--- config.mk ---
export PLATFORM = sky130hd
export DESIGN_NAME = display_keyboard_scanner
export DESIGN_NICKNAME = d
export VERILOG_FILES = /design/src/logic/select_burst_gen.v /design/src/logic/display_keyboard_scanner.v
export VERILOG_INCLUDE_DIRS = /design/src /design/src/logic
export SDC_FILE = /design/constraint.sdc
export NUM_CORES = 1
export LEC_CHECK = 0
export BUFFER_PORTS_ARGS = -buffer_cell sky130_fd_sc_hd__buf_4
export CORE_UTILIZATION = 40
export CTS_BUF_LIST = sky130_fd_sc_hd__clkbuf_8
export CTS_CLUSTER_DIAMETER = 50
export DETAILED_ROUTE_END_ITERATION = 10
export PLACE_DENSITY = 0.55
export SLEW_MARGIN = 0
export SYNTH_ARGS = -nofsm -noshare
export SYNTH_HDL_FRONTEND = slang
export SYNTH_HIERARCHICAL = 1
export SYNTH_SLANG_ARGS = --single-unit
--- constraint.sdc ---
create_clock -name mclk -period 5.6 [get_ports mclk]
set_clock_uncertainty 0.05 [all_clocks]
set_input_delay 0.84 -clock mclk [delete_from_list [all_inputs] [get_ports mclk]]
set_output_delay 0.84 -clock mclk [all_outputs]
set_load 0.01 [all_outputs]
--- src/logic/display_keyboard_scanner_defs.vh ---
// constants for the display and keyboard scanner: timings, key indices, sizes
// assumes a 250 MHz mclk; times are kept in their own unit, cycle counts derived
`ifndef DISPLAY_KEYBOARD_SCANNER_DEFS_VH
`define DISPLAY_KEYBOARD_SCANNER_DEFS_VH

`define MCLK_MHZ 250
`define REF_CLK_KHZ 1000

`define NUM_DIGITS 8
`define NUM_RETURNS 7
`define NUM_KEY_COLS 3
`define NUM_KEYS 21
`define SCAN_DWELL_TICKS 500

`define KEY_SRQ_INDEX 0
`define KEY_UNUSED_INDEX 13
`define SEG_ALL_ON 7'h7f

`define KEY_PULSE_US 100
`define KEY_PULSE_CYC (`KEY_PULSE_US * `MCLK_MHZ)

`define POWERUP_WINDOW_MS 1000
`define POWERUP_WINDOW_CYC (`POWERUP_WINDOW_MS * `MCLK_MHZ * 1000)

`define FAST_PULSE_NS 200
`define FAST_PULSE_CYC (`FAST_PULSE_NS * `MCLK_MHZ / 1000)
`define FAST_SPACE_A_NS 25000
`define FAST_SPACE_A_CYC (`FAST_SPACE_A_NS * `MCLK_MHZ / 1000)
`define FAST_SPACE_B_NS 7100
`define FAST_SPACE_B_CYC (`FAST_SPACE_B_NS * `MCLK_MHZ / 1000)
`define FAST_B_START_NS 150000
`define FAST_B_START_CYC (`FAST_B_START_NS * `MCLK_MHZ / 1000)
`define FAST_COUNT_A 3
`define FAST_COUNT_B 15
`define FAST_PERIOD_MS 10
`define FAST_PERIOD_CYC (`FAST_PERIOD_MS * `MCLK_MHZ * 1000)

`define SLOW_PULSE_NS 400
`define SLOW_PULSE_CYC (`SLOW_PULSE_NS * `MCLK_MHZ / 1000)
`define SLOW_SPACE_NS 10000
`define SLOW_SPACE_CYC (`SLOW_SPACE_NS * `MCLK_MHZ / 1000)
`define SLOW_COUNT 375
`define SLOW_PERIOD_MS 8
`define SLOW_PERIOD_CYC (`SLOW_PERIOD_MS * `MCLK_MHZ * 1000)

`endif

--- src/logic/select_burst_gen.v ---
// select pulse burst generator: up to two groups of active-low pulses per period
// assumes enable comes from logic on mclk; counts are cycles of mclk
`timescale 1ns/1ns
`default_nettype none

module select_burst_gen #(
  parameter integer PULSE_CYC = 50,
  parameter integer SPACE_A_CYC = 4000,
  parameter integer SPACE_B_CYC = 1650,
  parameter integer COUNT_A = 3,
  parameter integer COUNT_B = 15,
  parameter integer B_START_CYC = 37500,
  parameter integer PERIOD_CYC = 2500000
) (
  input wire mclk,
  input wire rst_n,
  input wire enable,
  output reg select_n
);

  localparam [23:0] PERIOD_LAST = PERIOD_CYC[23:0] - 24'h000001;
  localparam [23:0] B_START = B_START_CYC[23:0];
  localparam [15:0] PULSE_LEN = PULSE_CYC[15:0];
  localparam [15:0] SPACE_A = SPACE_A_CYC[15:0];
  localparam [15:0] SPACE_B = SPACE_B_CYC[15:0];
  localparam [9:0] CNT_A = COUNT_A[9:0];
  localparam [9:0] CNT_B = COUNT_B[9:0];

  reg [23:0] period_reg;
  reg [15:0] phase_reg;
  reg [15:0] space_reg;
  reg [9:0] left_reg;

  always @(posedge mclk) begin
    if (!rst_n || !enable) begin
      period_reg <= 24'h000000;
      phase_reg <= 16'h0000;
      space_reg <= 16'h0000;
      left_reg <= 10'h000;
      select_n <= 1'b1;
    end else begin
      period_reg <= (period_reg == PERIOD_LAST) ? 24'h000000 : period_reg + 24'h000001;
      if (period_reg == 24'h000000) begin
        left_reg <= CNT_A;
        phase_reg <= 16'h0000;
        space_reg <= SPACE_A;
      end else if (CNT_B != 10'h000 && period_reg == B_START) begin
        left_reg <= CNT_B;
        phase_reg <= 16'h0000;
        space_reg <= SPACE_B;
      end else if (left_reg != 10'h000) begin
        if (phase_reg == space_reg - 16'h0001) begin
          phase_reg <= 16'h0000;
          left_reg <= left_reg - 10'h001;
        end else begin
          phase_reg <= phase_reg + 16'h0001;
        end
      end
      // low only in the head of each spacing slot of a live group
      select_n <= !(left_reg != 10'h000 && phase_reg < PULSE_LEN);
    end
  end

endmodule

`default_nettype wire

--- src/logic/display_keyboard_scanner.v ---
// display and keyboard scanner: digit strobes, segment data, key matrix sensing,
// key activity pulse, display test state and the two combined select outputs
// assumes ref_clk_1mhz and the return lines are asynchronous pins; digit_codes,
// fast_rate come from logic on mclk
`timescale 1ns/1ns
`default_nettype none
`include "display_keyboard_scanner_defs.vh"

// Overview of operation
// scan steps on the 1 MHz reference clock brought in from outside.
// eight separate digit strobes, zero to seven, one per digit output.
// three-bit scan select decoded 3-to-8 into the digit strobes.
// four-bit digit code decoded into seven segment lines for strobed digit.
// held key puts its inverted column strobe on its return line.
// column zero rows 0-6: srq, local, rate, offset, 20M, trigger, ext trigger.
// column one rows 0-5 range keys; row six unused.
// column two rows 0-6: function keys and autorange.
// each key press in normal mode gives 50-300 us pulse plus inverse.
// fast rate select: 0.2 us low pulses, bursts of 3 and 15, every 10 ms.
// second select: 0.4 us low pulses, bursts of hundreds, about 8 ms apart.
// in display test any key press releases it; then normal operation.
// srq within one second of power-up enters all-segments display test.
// one strobe at most active; scan cycles through all eight positions.
module display_keyboard_scanner #(
  parameter integer POWERUP_WINDOW_CYC = `POWERUP_WINDOW_CYC,
  parameter integer FAST_PERIOD_CYC = `FAST_PERIOD_CYC,
  parameter integer SLOW_PERIOD_CYC = `SLOW_PERIOD_CYC,
  parameter integer SCAN_DWELL_TICKS = `SCAN_DWELL_TICKS,
  parameter integer KEY_PULSE_CYC = `KEY_PULSE_CYC
) (
  input wire mclk,
  input wire rst_n,
  input wire ref_clk_1mhz,
  input wire [31:0] digit_codes,
  input wire fast_rate,
  input wire key_return_line0,
  input wire key_return_line1,
  input wire key_return_line2,
  input wire key_return_line3,
  input wire key_return_line4,
  input wire key_return_line5,
  input wire key_return_line6,
  output reg scan_select_bit0,
  output reg scan_select_bit1,
  output reg scan_select_bit2,
  output reg [7:0] digit_strobe,
  output reg [6:0] segment_drive,
  output reg key_activity,
  output reg key_activity_n,
  output reg [4:0] key_code,
  output reg display_test,
  output reg normal_operation,
  output wire fast_select_n,
  output wire slow_select_n
);

  localparam [9:0] DWELL_LAST = SCAN_DWELL_TICKS[9:0] - 10'h001;
  localparam [31:0] WINDOW_LAST = POWERUP_WINDOW_CYC[31:0] - 32'h00000001;
  localparam [15:0] KEY_PULSE_LEN = KEY_PULSE_CYC[15:0];

  localparam [1:0] ST_WINDOW = 2'h0;
  localparam [1:0] ST_TEST = 2'h1;
  localparam [1:0] ST_NORMAL = 2'h2;

  // reference clock: two flops, then an edge detector behind them
  reg ref_meta_reg;
  reg ref_sync_reg;
  reg ref_prev_reg;
  wire ref_tick = ref_sync_reg && !ref_prev_reg;

  always @(posedge mclk) begin
    if (!rst_n) begin
      ref_meta_reg <= 1'b0;
      ref_sync_reg <= 1'b0;
      ref_prev_reg <= 1'b0;
    end else begin
      ref_meta_reg <= ref_clk_1mhz;
      ref_sync_reg <= ref_meta_reg;
      ref_prev_reg <= ref_sync_reg;
    end
  end

  // return lines synchronised; active low while a key is held
  wire [6:0] return_raw = {key_return_line6, key_return_line5, key_return_line4, key_return_line3,
                           key_return_line2, key_return_line1, key_return_line0};
  reg [6:0] return_meta_reg;
  reg [6:0] return_sync_reg;

  always @(posedge mclk) begin
    if (!rst_n) begin
      return_meta_reg <= 7'h7f;
      return_sync_reg <= 7'h7f;
    end else begin
      return_meta_reg <= return_raw;
      return_sync_reg <= return_meta_reg;
    end
  end

  // scan position and dwell counter
  reg [2:0] sel_reg;
  reg [9:0] dwell_reg;
  wire dwell_end = ref_tick && (dwell_reg == DWELL_LAST);
  wire [2:0] sel_next = dwell_end ? sel_reg + 3'h1 : sel_reg;

  always @(posedge mclk) begin
    if (!rst_n) begin
      sel_reg <= 3'h0;
      dwell_reg <= 10'h000;
    end else begin
      if (ref_tick) begin
        dwell_reg <= dwell_end ? 10'h000 : dwell_reg + 10'h001;
      end
      sel_reg <= sel_next;
    end
  end

  // select bits and strobes registered from the same next value so they agree
  always @(posedge mclk) begin
    if (!rst_n) begin
      scan_select_bit0 <= 1'b0;
      scan_select_bit1 <= 1'b0;
      scan_select_bit2 <= 1'b0;
      digit_strobe <= 8'h00;
    end else begin
      scan_select_bit0 <= sel_next[0];
      scan_select_bit1 <= sel_next[1];
      scan_select_bit2 <= sel_next[2];
      digit_strobe <= 8'h01 << sel_next;
    end
  end

  // key matrix: sample rows at the end of each dwell, when returns have settled.
  // bit index = column * 7 + row; columns 3..7 carry no keys.
  reg [20:0] key_held_reg;
  reg [20:0] key_held_prev_reg;
  wire [20:0] key_press = key_held_reg & ~key_held_prev_reg;

  genvar k;
  generate
    for (k = 0; k < `NUM_KEYS; k = k + 1) begin : key_cell
      localparam integer COL = k / `NUM_RETURNS;
      localparam integer ROW = k % `NUM_RETURNS;
      always @(posedge mclk) begin
        if (!rst_n) begin
          key_held_reg[k] <= 1'b0;
        end else if (k == `KEY_UNUSED_INDEX) begin
          key_held_reg[k] <= 1'b0;
        end else if (dwell_end && sel_reg == COL[2:0]) begin
          key_held_reg[k] <= !return_sync_reg[ROW];
        end
      end
    end
  endgenerate

  always @(posedge mclk) begin
    if (!rst_n) begin
      key_held_prev_reg <= 21'h000000;
    end else begin
      key_held_prev_reg <= key_held_reg;
    end
  end

  // lowest index wins if two keys appear in the same sample
  reg [4:0] press_code;
  reg press_any;
  integer i;
  always @* begin
    press_code = 5'h00;
    press_any = 1'b0;
    for (i = `NUM_KEYS - 1; i >= 0; i = i - 1) begin
      if (key_press[i]) begin
        press_code = i[4:0];
        press_any = 1'b1;
      end
    end
  end

  // power-up window, display test and normal operation
  reg [1:0] state_reg;
  reg [31:0] window_reg;

  always @(posedge mclk) begin
    if (!rst_n) begin
      state_reg <= ST_WINDOW;
      window_reg <= 32'h00000000;
      display_test <= 1'b0;
      normal_operation <= 1'b0;
    end else begin
      case (state_reg)
        ST_WINDOW: begin
          window_reg <= window_reg + 32'h00000001;
          if (key_press[`KEY_SRQ_INDEX]) begin
            state_reg <= ST_TEST;
            display_test <= 1'b1;
          end else if (window_reg == WINDOW_LAST) begin
            state_reg <= ST_NORMAL;
            normal_operation <= 1'b1;
          end
        end
        ST_TEST: begin
          if (press_any) begin
            state_reg <= ST_NORMAL;
            display_test <= 1'b0;
            normal_operation <= 1'b1;
          end
        end
        ST_NORMAL: begin
          normal_operation <= 1'b1;
        end
        default: begin
          state_reg <= ST_WINDOW;
          display_test <= 1'b0;
          normal_operation <= 1'b0;
        end
      endcase
    end
  end

  // segment data for the digit being strobed next; test lights everything
  wire [3:0] digit_now = digit_codes[sel_next * 4 +: 4];
  reg [6:0] seg_pattern;
  always @* begin
    case (digit_now)
      4'h0: seg_pattern = 7'h3f;
      4'h1: seg_pattern = 7'h06;
      4'h2: seg_pattern = 7'h5b;
      4'h3: seg_pattern = 7'h4f;
      4'h4: seg_pattern = 7'h66;
      4'h5: seg_pattern = 7'h6d;
      4'h6: seg_pattern = 7'h7d;
      4'h7: seg_pattern = 7'h07;
      4'h8: seg_pattern = 7'h7f;
      4'h9: seg_pattern = 7'h6f;
      4'ha: seg_pattern = 7'h77;
      4'hb: seg_pattern = 7'h7c;
      4'hc: seg_pattern = 7'h39;
      4'hd: seg_pattern = 7'h5e;
      4'he: seg_pattern = 7'h79;
      default: seg_pattern = 7'h71;
    endcase
  end

  always @(posedge mclk) begin
    if (!rst_n) begin
      segment_drive <= 7'h00;
    end else if (state_reg == ST_TEST) begin
      segment_drive <= `SEG_ALL_ON;
    end else begin
      segment_drive <= seg_pattern;
    end
  end

  // key activity pulse: retriggered by each new press, normal mode only
  reg [15:0] pulse_reg;
  always @(posedge mclk) begin
    if (!rst_n) begin
      pulse_reg <= 16'h0000;
      key_activity <= 1'b0;
      key_activity_n <= 1'b1;
      key_code <= 5'h00;
    end else begin
      if (press_any) begin
        key_code <= press_code;
      end
      if (press_any && state_reg == ST_NORMAL) begin
        pulse_reg <= KEY_PULSE_LEN;
        key_activity <= 1'b1;
        key_activity_n <= 1'b0;
      end else if (pulse_reg > 16'h0001) begin
        pulse_reg <= pulse_reg - 16'h0001;
      end else begin
        pulse_reg <= 16'h0000;
        key_activity <= 1'b0;
        key_activity_n <= 1'b1;
      end
    end
  end

  // fast group runs only in fast reading rate and after start-up
  wire fast_enable = fast_rate && normal_operation;

  select_burst_gen #(
    .PULSE_CYC(`FAST_PULSE_CYC),
    .SPACE_A_CYC(`FAST_SPACE_A_CYC),
    .SPACE_B_CYC(`FAST_SPACE_B_CYC),
    .COUNT_A(`FAST_COUNT_A),
    .COUNT_B(`FAST_COUNT_B),
    .B_START_CYC(`FAST_B_START_CYC),
    .PERIOD_CYC(FAST_PERIOD_CYC)
  ) fast_gen (
    .mclk(mclk),
    .rst_n(rst_n),
    .enable(fast_enable),
    .select_n(fast_select_n)
  );

  select_burst_gen #(
    .PULSE_CYC(`SLOW_PULSE_CYC),
    .SPACE_A_CYC(`SLOW_SPACE_CYC),
    .SPACE_B_CYC(`SLOW_SPACE_CYC),
    .COUNT_A(`SLOW_COUNT),
    .COUNT_B(0),
    .B_START_CYC(1),
    .PERIOD_CYC(SLOW_PERIOD_CYC)
  ) slow_gen (
    .mclk(mclk),
    .rst_n(rst_n),
    .enable(normal_operation),
    .select_n(slow_select_n)
  );

endmodule

`default_nettype wire

==> reports/metrics.cfg, run 1 <==
[clock_network]
post_cts_resized = 0
cts_buffer_count = 45
clock_path_buffers = 3
clock_tree.root_cell = sky130_fd_sc_hd__clkbuf_8
insertion_delay_ps = 560
post_cts_setup_repair_bufs = 0
cts_hold_buffers = 0
clock_tree_from_tritoncts = built
ctsHtreeMaxLevel = 2
clock-sinks = 250
clk_pin_slew_worst_paths_ps = 60

[worst_setup_path]
critical_path.startpoint_type = register
crit_path_end_kind = register
data_required_time_of_the_worst_path_ps = 6010
r2r.worst_path.cells = 11
timing.critical_path.slowest_cell_delay_ps = 770
path_cells = buf_4, inv_1, ha_1, mux2_2, a31oi_1, o21ai_0, o21ai_0, inv_1, ha_1, mux2_4, o221a_2
worstSetupPathType = reg -> reg
timing.critical_path.slowest_stage_cell = sky130_fd_sc_hd__ha_1
critPathArrivalTime_ps = 4310
cp_max_fo = 25

[floorplanning]
fp.dieArea_um2 = 30300
core_region_area_um2 = 28900
dieWidth_um = 174
die_height_um = 174
floorplan.initialDensity_pct = 40.9
std_cell_rows = 62
ios = 72

[sta]
timing.fmax_ghz = 0.256
fin_crit_sh_pct = 69.6
setup_violations = 0
min_period_ps = 3900
post_route_setup_tns_ps = 0
report.final.hold_viol_count = 0
timing_worst_slew_pin_value_ps = 858
timing.slew.headroom_pct = 42.2
final_max_slew_viol_count = 0
grt_setup_unrepaired = false

[global_route]
pin_count_of_the_biggest_net_entering_global_routing = 94
overflow = 0
grt_pass1_wl_um = 42600
antenna_found_initial = 0
grt_util_all_layers_pct = 16.7
first_global_vias = 8814

[power]
p_total_uw = 3700
power_leakage_uw = 0.00532
p_per_area_nw_per_um2 = 272
peakVddDrop_uv = 174

[logic_synthesis]
post_synth_num_cell_types = 75
post_synthesis_net_count = 1403
synthXorXnorAreaFrac_pct = 9.78
synth_seq_cells = 250
synthSimpleGateAreaFrac_pct = 28.6
synth_compound_gate_area_share_pct = 9.66
async_reset_ff_share_pct = 0
post_synth_instance_area_um2 = 11800
postSynthCellCount = 1331
sequential_area_share_after_synthesis_pct = 42.3
yosys_most_used_dff = sky130_fd_sc_hd__dfxtp_1
syn_avg_cell_area_um2 = 8.89
muxShareOfSynthArea_pct = 3.44
synth_top_family_by_area = simple AND/OR/NAND/NOR gates
synth_warnings = 6
synth_enable_flop_cells = 0
post_synth_fa_ha_maj_area_fraction_pct = 3.07

[place]
finalWeightedCongestion = 0.790
numPortBuffers = 71
detailed_place_hpwl_um = 17300

[drt]
route.antenna.remaining_nets = 0
drt_pre_antenna_iters = 5
drt-initial-drc-count = 524
num_vias = 9116
routed_via_density = 5.01
wirelength_um = 25000
wl_per_cell_um = 13.7
drc_errors = 0

[final_layout]
final_core_utilization_pct = 46.9
largest_register_ff_count = 32
number_of_antenna_cells_inserted = 0
syn2layout_area_growth_pct = 14.8
final_nets = 1475
post_route_cells_drive_above_1_share_pct = 13.1

[job]
cap_viol_max_count = 0

[hold_path]
min_path_type = reg -> reg
worst_hold_path.num_cells = 1

[outcome]
run_status = completed

==> cell usage after synthesis, drive strengths merged, types with 6 or more instances <==
master	n	area (µm²)
mux4	9	203
ha	29	363
nand4	24	150
and2	66	413
buf	11	70.1
a21boi	11	82.6
o21ai	47	235
nand2	107	402
xor2	56	490
nor3	33	175
and4	10	87.6
or4	14	113
o31ai	8	78.8
clkbuf	41	155
or3	21	131
mux2i	14	140
nand2b	32	208
nor4b	6	52.6
nand3	69	350
xnor2	74	667
nor2b	26	163
a21oi	36	180
inv	39	146
dfxtp	250	5000
and3	23	144
a31oi	7	43.8
nor4	35	231
nor2	147	552
o211a	15	150
or2	10	62.6
o21a	6	45.0
==> power breakdown <==
part	internal, µW	switching (µW)
registers	1800	17.5
logic	74.2	83.5
clock network	969	751
total	2840	852
==> routing by layer <==
metal,routed length [µm],global-route usage (%),vias to the layer above
met5,0,0,-
met4,455,5.15,0
met3,1150,3.92,41
met2,11300,26.9,145
met1,12000,22.3,4159
li1,-,-,4771
==> cell families after synthesis <==
kind of cell / Yosys count
adder cells (fa/ha/maj): 29
multiplexers: 28
AO/OA/AOI/OAI: 164
XOR/XNOR: 130
flip-flops: 250
buffers and inverters: 91
AND/OR/NAND/NOR: 639
==> placed cells by master, fill, tap and decap left out, types with 36 or more instances in the layout <==
cell type	n
sky130_fd_sc_hd__nor2_1	147
sky130_fd_sc_hd__dfxtp_1	250
sky130_fd_sc_hd__buf_4	77
sky130_fd_sc_hd__and2_1	66
sky130_fd_sc_hd__nand3_1	68
sky130_fd_sc_hd__inv_1	52
sky130_fd_sc_hd__xnor2_1	73
sky130_fd_sc_hd__a21oi_1	36
sky130_fd_sc_hd__nand2_1	107
sky130_fd_sc_hd__o21ai_0	47
sky130_fd_sc_hd__xor2_1	56
sky130_fd_sc_hd__clkbuf_8	54
==> layout make-up <==
cell class                 instances  area, µm²
inverter                          39        146
clock buffer                      54        743
clock inverter                    24        171
tap                              384        480
multi-input combinational        990       6460
timing repair buffer              77        578
sequential                       250       5000
fill                            2829      15400
==> worst max-delay path, delay by kind of cell, from the launching register on <==
family / cells / cell delay (ps)
compound gates: 4 / 1110
fa+ha+maj: 2 / 1000
mux: 2 / 670
buf+inv: 3 / 660
flops: 1 / 300
==> path summary, 6_finish.rpt <==
check | endpoint | slack [ps] | startpoint
worst max register to register | segment_drive[4]$_SDFF_PN0_ | 1700 | sel_reg[0]$_SDFF_PN0_
worst max-delay path | segment_drive[4]$_SDFF_PN0_ | 1700 | sel_reg[0]$_SDFF_PN0_
worst min-delay path | return_sync_reg[6]$_SDFF_PN1_ | 360 | return_meta_reg[6]$_SDFF_PN1_
worst min register to register | return_sync_reg[6]$_SDFF_PN1_ | 360 | return_meta_reg[6]$_SDFF_PN1_
==> stage by stage <==
stage / std cells / setup slack (ps) / hold WS, ps / area, µm²
final: 1818 / 1700 / 362 / 13600
after detailed placement: 1740 / 1620 / 354 / 12700
after floorplan: 1331 / 1550 / 336 / 11800
after global placement: 1740 / 1700 / 347 / 12700
after global routing: 1818 / 1290 / 375 / 13600
after CTS: 1818 / 1620 / 360 / 13600
Note: power is estimated with default switching activity, not from simulation.
==> run 2: changes to the inputs <==
- ABC_AREA: not set -> 1
- PLACE_DENSITY: 0.55 -> 0.57
- clock period: 5.6 -> 3.4 ns (I/O delays scaled with it)
==> reports/metrics.cfg, run 2 <==
[outcome]
run_status = completed

[logic_synthesis]
async_reset_ff_share_pct = 0  ; unchanged
post_synthesis_net_count = 2007  ; +43%
yosys_most_used_dff = sky130_fd_sc_hd__dfxtp_1
synthTopCellsByCount = 456 x sky130_fd_sc_hd__nand2_1, 277 x sky130_fd_sc_hd__inv_1, 273 x sky130_fd_sc_hd__nor2_1, 250 x sky130_fd_sc_hd__dfxtp_1, 116 x sky130_fd_sc_hd__nand3_1
post_synth_instance_area_um2 = 13200  ; +12%
synth_top_cell_area_share_pct = 37.8  ; -4.5 points
synth_seq_cells = 250  ; unchanged
post_synth_num_cell_types = 57  ; -24%
synth_warnings = 6  ; unchanged
postSynthCellCount = 1935  ; +45%
synth_enable_flop_cells = 0  ; unchanged
syn_avg_cell_area_um2 = 6.83  ; -23%
post-synth-top-count-cell = sky130_fd_sc_hd__nand2_1
yosys-top-cells-area = sky130_fd_sc_hd__dfxtp_1 38%, sky130_fd_sc_hd__nand2_1 13%, sky130_fd_sc_hd__inv_1 7.9%
synthDominantAreaCellType = sky130_fd_sc_hd__dfxtp_1
sequential_area_share_after_synthesis_pct = 37.8  ; -4.5 points

[floorplanning]
fp.dieArea_um2 = 33800  ; +12%
ios = 72  ; unchanged
dieWidth_um = 184  ; +5.7%
floorplan.initialDensity_pct = 40.6  ; -0.23 points
die_height_um = 184  ; +5.7%
std_cell_rows = 66  ; +6.5%
core_region_area_um2 = 32500  ; +12%

[worst_setup_path]
reg2reg_slack_ps = 400  ; -1300 ps
data_required_time_of_the_worst_path_ps = 3850  ; -2160 ps
cp_num_buf_inv = 4  ; +1
worstSetupPathType = reg -> reg
crit_path_end_kind = register
critical-path-top-delay-family = simple AND/OR/NAND/NOR gates
timing.critical_path.slowest_stage_cell = sky130_fd_sc_hd__o21ai_2
critical_path.startpoint_type = register
critPathArrivalTime_ps = 3450  ; -860 ps
crit_top_cell = sky130_fd_sc_hd__nand2_1
cp_max_fo = 14  ; -44%
path_cells = ha_1, inv_1, nor2_2, nand3_4, o21ai_2, nand2_1, inv_1, nand2_1, nand4_1, nand2_1, nand2_1, inv_1, ha_1, nand2_2, nand2_1, nand3_1, nand2_1, inv_1
timing.critical_path.slowest_cell_delay_ps = 490  ; -280 ps

[global_route]
antenna_found_initial = 0  ; unchanged
overflow = 0  ; unchanged
pin_count_of_the_biggest_net_entering_global_routing = 42  ; -55%
first_global_vias = 11200  ; +27%
grt_util_all_layers_pct = 18.2  ; +1.5 points
grt_pass1_wl_um = 51800  ; +22%

[job]
cap_viol_max_count = 0  ; unchanged

[sta]
final_max_slew_viol_count = 0  ; unchanged
report.final.hold_viol_count = 0  ; unchanged
timing_worst_slew_pin_value_ps = 910  ; +51.8 ps
fin_hold_ws_ps = 52.6  ; -309 ps
timing.fmax_ghz = 0.333  ; +30%
fin_crit_sh_pct = 88.2  ; +19 points
min_period_ps = 3000  ; -901 ps
setup_violations = 0  ; unchanged
post_route_setup_tns_ps = 0  ; unchanged
grt_setup_unrepaired = false
timing.slew.headroom_pct = 39.1  ; -3.2 points

[clock_network]
clock_tree_from_tritoncts = built
post_cts_setup_repair_bufs = 0  ; unchanged
insertion_delay_ps = 600  ; +40 ps
clock_path_buffers = 3  ; unchanged
clock_tree.root_cell = sky130_fd_sc_hd__clkbuf_8
cts_buffer_count = 47  ; +4.4%
post_cts_resized = 0  ; unchanged
ctsHtreeMaxLevel = 2  ; unchanged
clk_pin_slew_worst_paths_ps = 60  ; about the same
clock-sinks = 250  ; unchanged
cts_hold_buffers = 0  ; unchanged

[drt]
drt-initial-drc-count = 631  ; +20%
wirelength_um = 30100  ; +21%
dr_wl_met2_um = 14000  ; +23%
drt-met1-wl_um = 14500  ; +20%
wl_per_cell_um = 12.0  ; -13%
routed_via_density = 4.79  ; -4.4%
top_layer_used = met4
wl_met3_um = 1060  ; -7.6%
drc_errors = 0  ; unchanged
num_vias = 12000  ; +32%
drt_pre_antenna_iters = 5  ; unchanged
route.antenna.remaining_nets = 0  ; unchanged

[place]
detailed_place_hpwl_um = 22400  ; +30%
placedInstanceArea_um2 = 14200  ; +12%
finalWeightedCongestion = 0.873  ; +10%
numPortBuffers = 71  ; unchanged

[final_layout]
mostFrequentLayoutCells = 456 x sky130_fd_sc_hd__nand2_1, 283 x sky130_fd_sc_hd__inv_1, 273 x sky130_fd_sc_hd__nor2_1
final_common_cell = sky130_fd_sc_hd__nand2_1
final_cell_area_um2 = 15200  ; +12%
syn2layout_area_growth_pct = 15.0
final_nets = 2102  ; +43%
number_of_antenna_cells_inserted = 0  ; unchanged
post_route_cells_drive_above_1_share_pct = 12.8  ; -0.28 points
largest_register_ff_count = 32  ; unchanged

[power]
power_leakage_uw = 0.00635  ; +19%
peakVddDrop_uv = 333  ; +91%
p_per_area_nw_per_um2 = 441  ; +62%

[hold_path]
min_path_type = in -> reg

run 2: cell count changes after synthesis, moves of 34 or more:
cell | before | now
sky130_fd_sc_hd__nand2_1 | 107 | 456
sky130_fd_sc_hd__inv_1 | 39 | 277
sky130_fd_sc_hd__nor2_1 | 147 | 273
sky130_fd_sc_hd__and2_1 | 66 | 0
sky130_fd_sc_hd__xnor2_1 | 73 | 12
sky130_fd_sc_hd__nand3_1 | 68 | 116
sky130_fd_sc_hd__a21oi_1 | 36 | 79
sky130_fd_sc_hd__nand4_1 | 24 | 58
run 2: cell type report:
cell class              count  area [µm²]
fillers                  3381       17300
multi-input cells        1357        6910
flip-flops and latches    250        5000
inverters                 298        1130
clock buffers              61         840
repair buffers             76         571
well taps                 442         553
clock inverters            24         200
run 2: worst register-to-register path, stage by stage, from the launching register on:
cell	delay (ps)
sky130_fd_sc_hd__dfxtp_1	380
sky130_fd_sc_hd__ha_1	160
sky130_fd_sc_hd__inv_1	40
sky130_fd_sc_hd__nor2_2	200
sky130_fd_sc_hd__nand3_4	160
sky130_fd_sc_hd__o21ai_2	490
sky130_fd_sc_hd__nand2_1	220
sky130_fd_sc_hd__inv_1	90
sky130_fd_sc_hd__nand2_1	50
sky130_fd_sc_hd__nand4_1	80
sky130_fd_sc_hd__nand2_1	70
sky130_fd_sc_hd__nand2_1	170
sky130_fd_sc_hd__inv_1	130
sky130_fd_sc_hd__ha_1	310
sky130_fd_sc_hd__nand2_2	60
sky130_fd_sc_hd__nand2_1	60
sky130_fd_sc_hd__nand3_1	70
sky130_fd_sc_hd__nand2_1	60
sky130_fd_sc_hd__inv_1	40
run 2: per-layer routing:
layer | up-vias | track usage, %
li1 | 6397 | -
met1 | 5411 | 24.0
met2 | 163 | 30.6
met3 | 51 | 3.03
met4 | 0 | 5.27
met5 | - | 0
run 2: cell families (layout without fill, tap and decap cells):
logic type,Yosys count,in the layout,synth area share [%]
buffers and inverters,328,459,9.92
flip-flops,250,250,37.8
AO/OA/AOI/OAI,181,181,7.82
AND/OR/NAND/NOR,1094,1094,38.0
XOR/XNOR,53,53,3.65
adder cells (fa/ha/maj),29,29,2.74
run 2: through the flow:
step	worst slack [ps]	utilization [%]	total power (µW)	cells
floorplan	1020	-	3510	1935
global placement	513	43.5	3650	2423
detailed placement	420	43.5	3650	2423
CTS	391	46.7	6840	2508
global route	42.9	46.7	7070	2508
finish	401	46.7	6710	2508
run 2: worst paths after layout:
check / startpoint / to / cells past startpoint
hold reg to reg: return_meta_reg[5]$_SDFF_PN1_ / return_sync_reg[5]$_SDFF_PN1_ / 1
setup reg to reg: dwell_reg[0]$_SDFFE_PN0P_ / segment_drive[1]$_SDFF_PN0_ / 18
setup / recovery: dwell_reg[0]$_SDFFE_PN0P_ / segment_drive[1]$_SDFF_PN0_ / 18
hold / removal: key_return_line6 / return_meta_reg[6]$_SDFF_PN1_ / 2
run 2: power breakdown:
part           switching (µW)  internal, µW
clock                    1340          1790
combinational             281           223
sequential               63.0          3020
total                    1680          5030
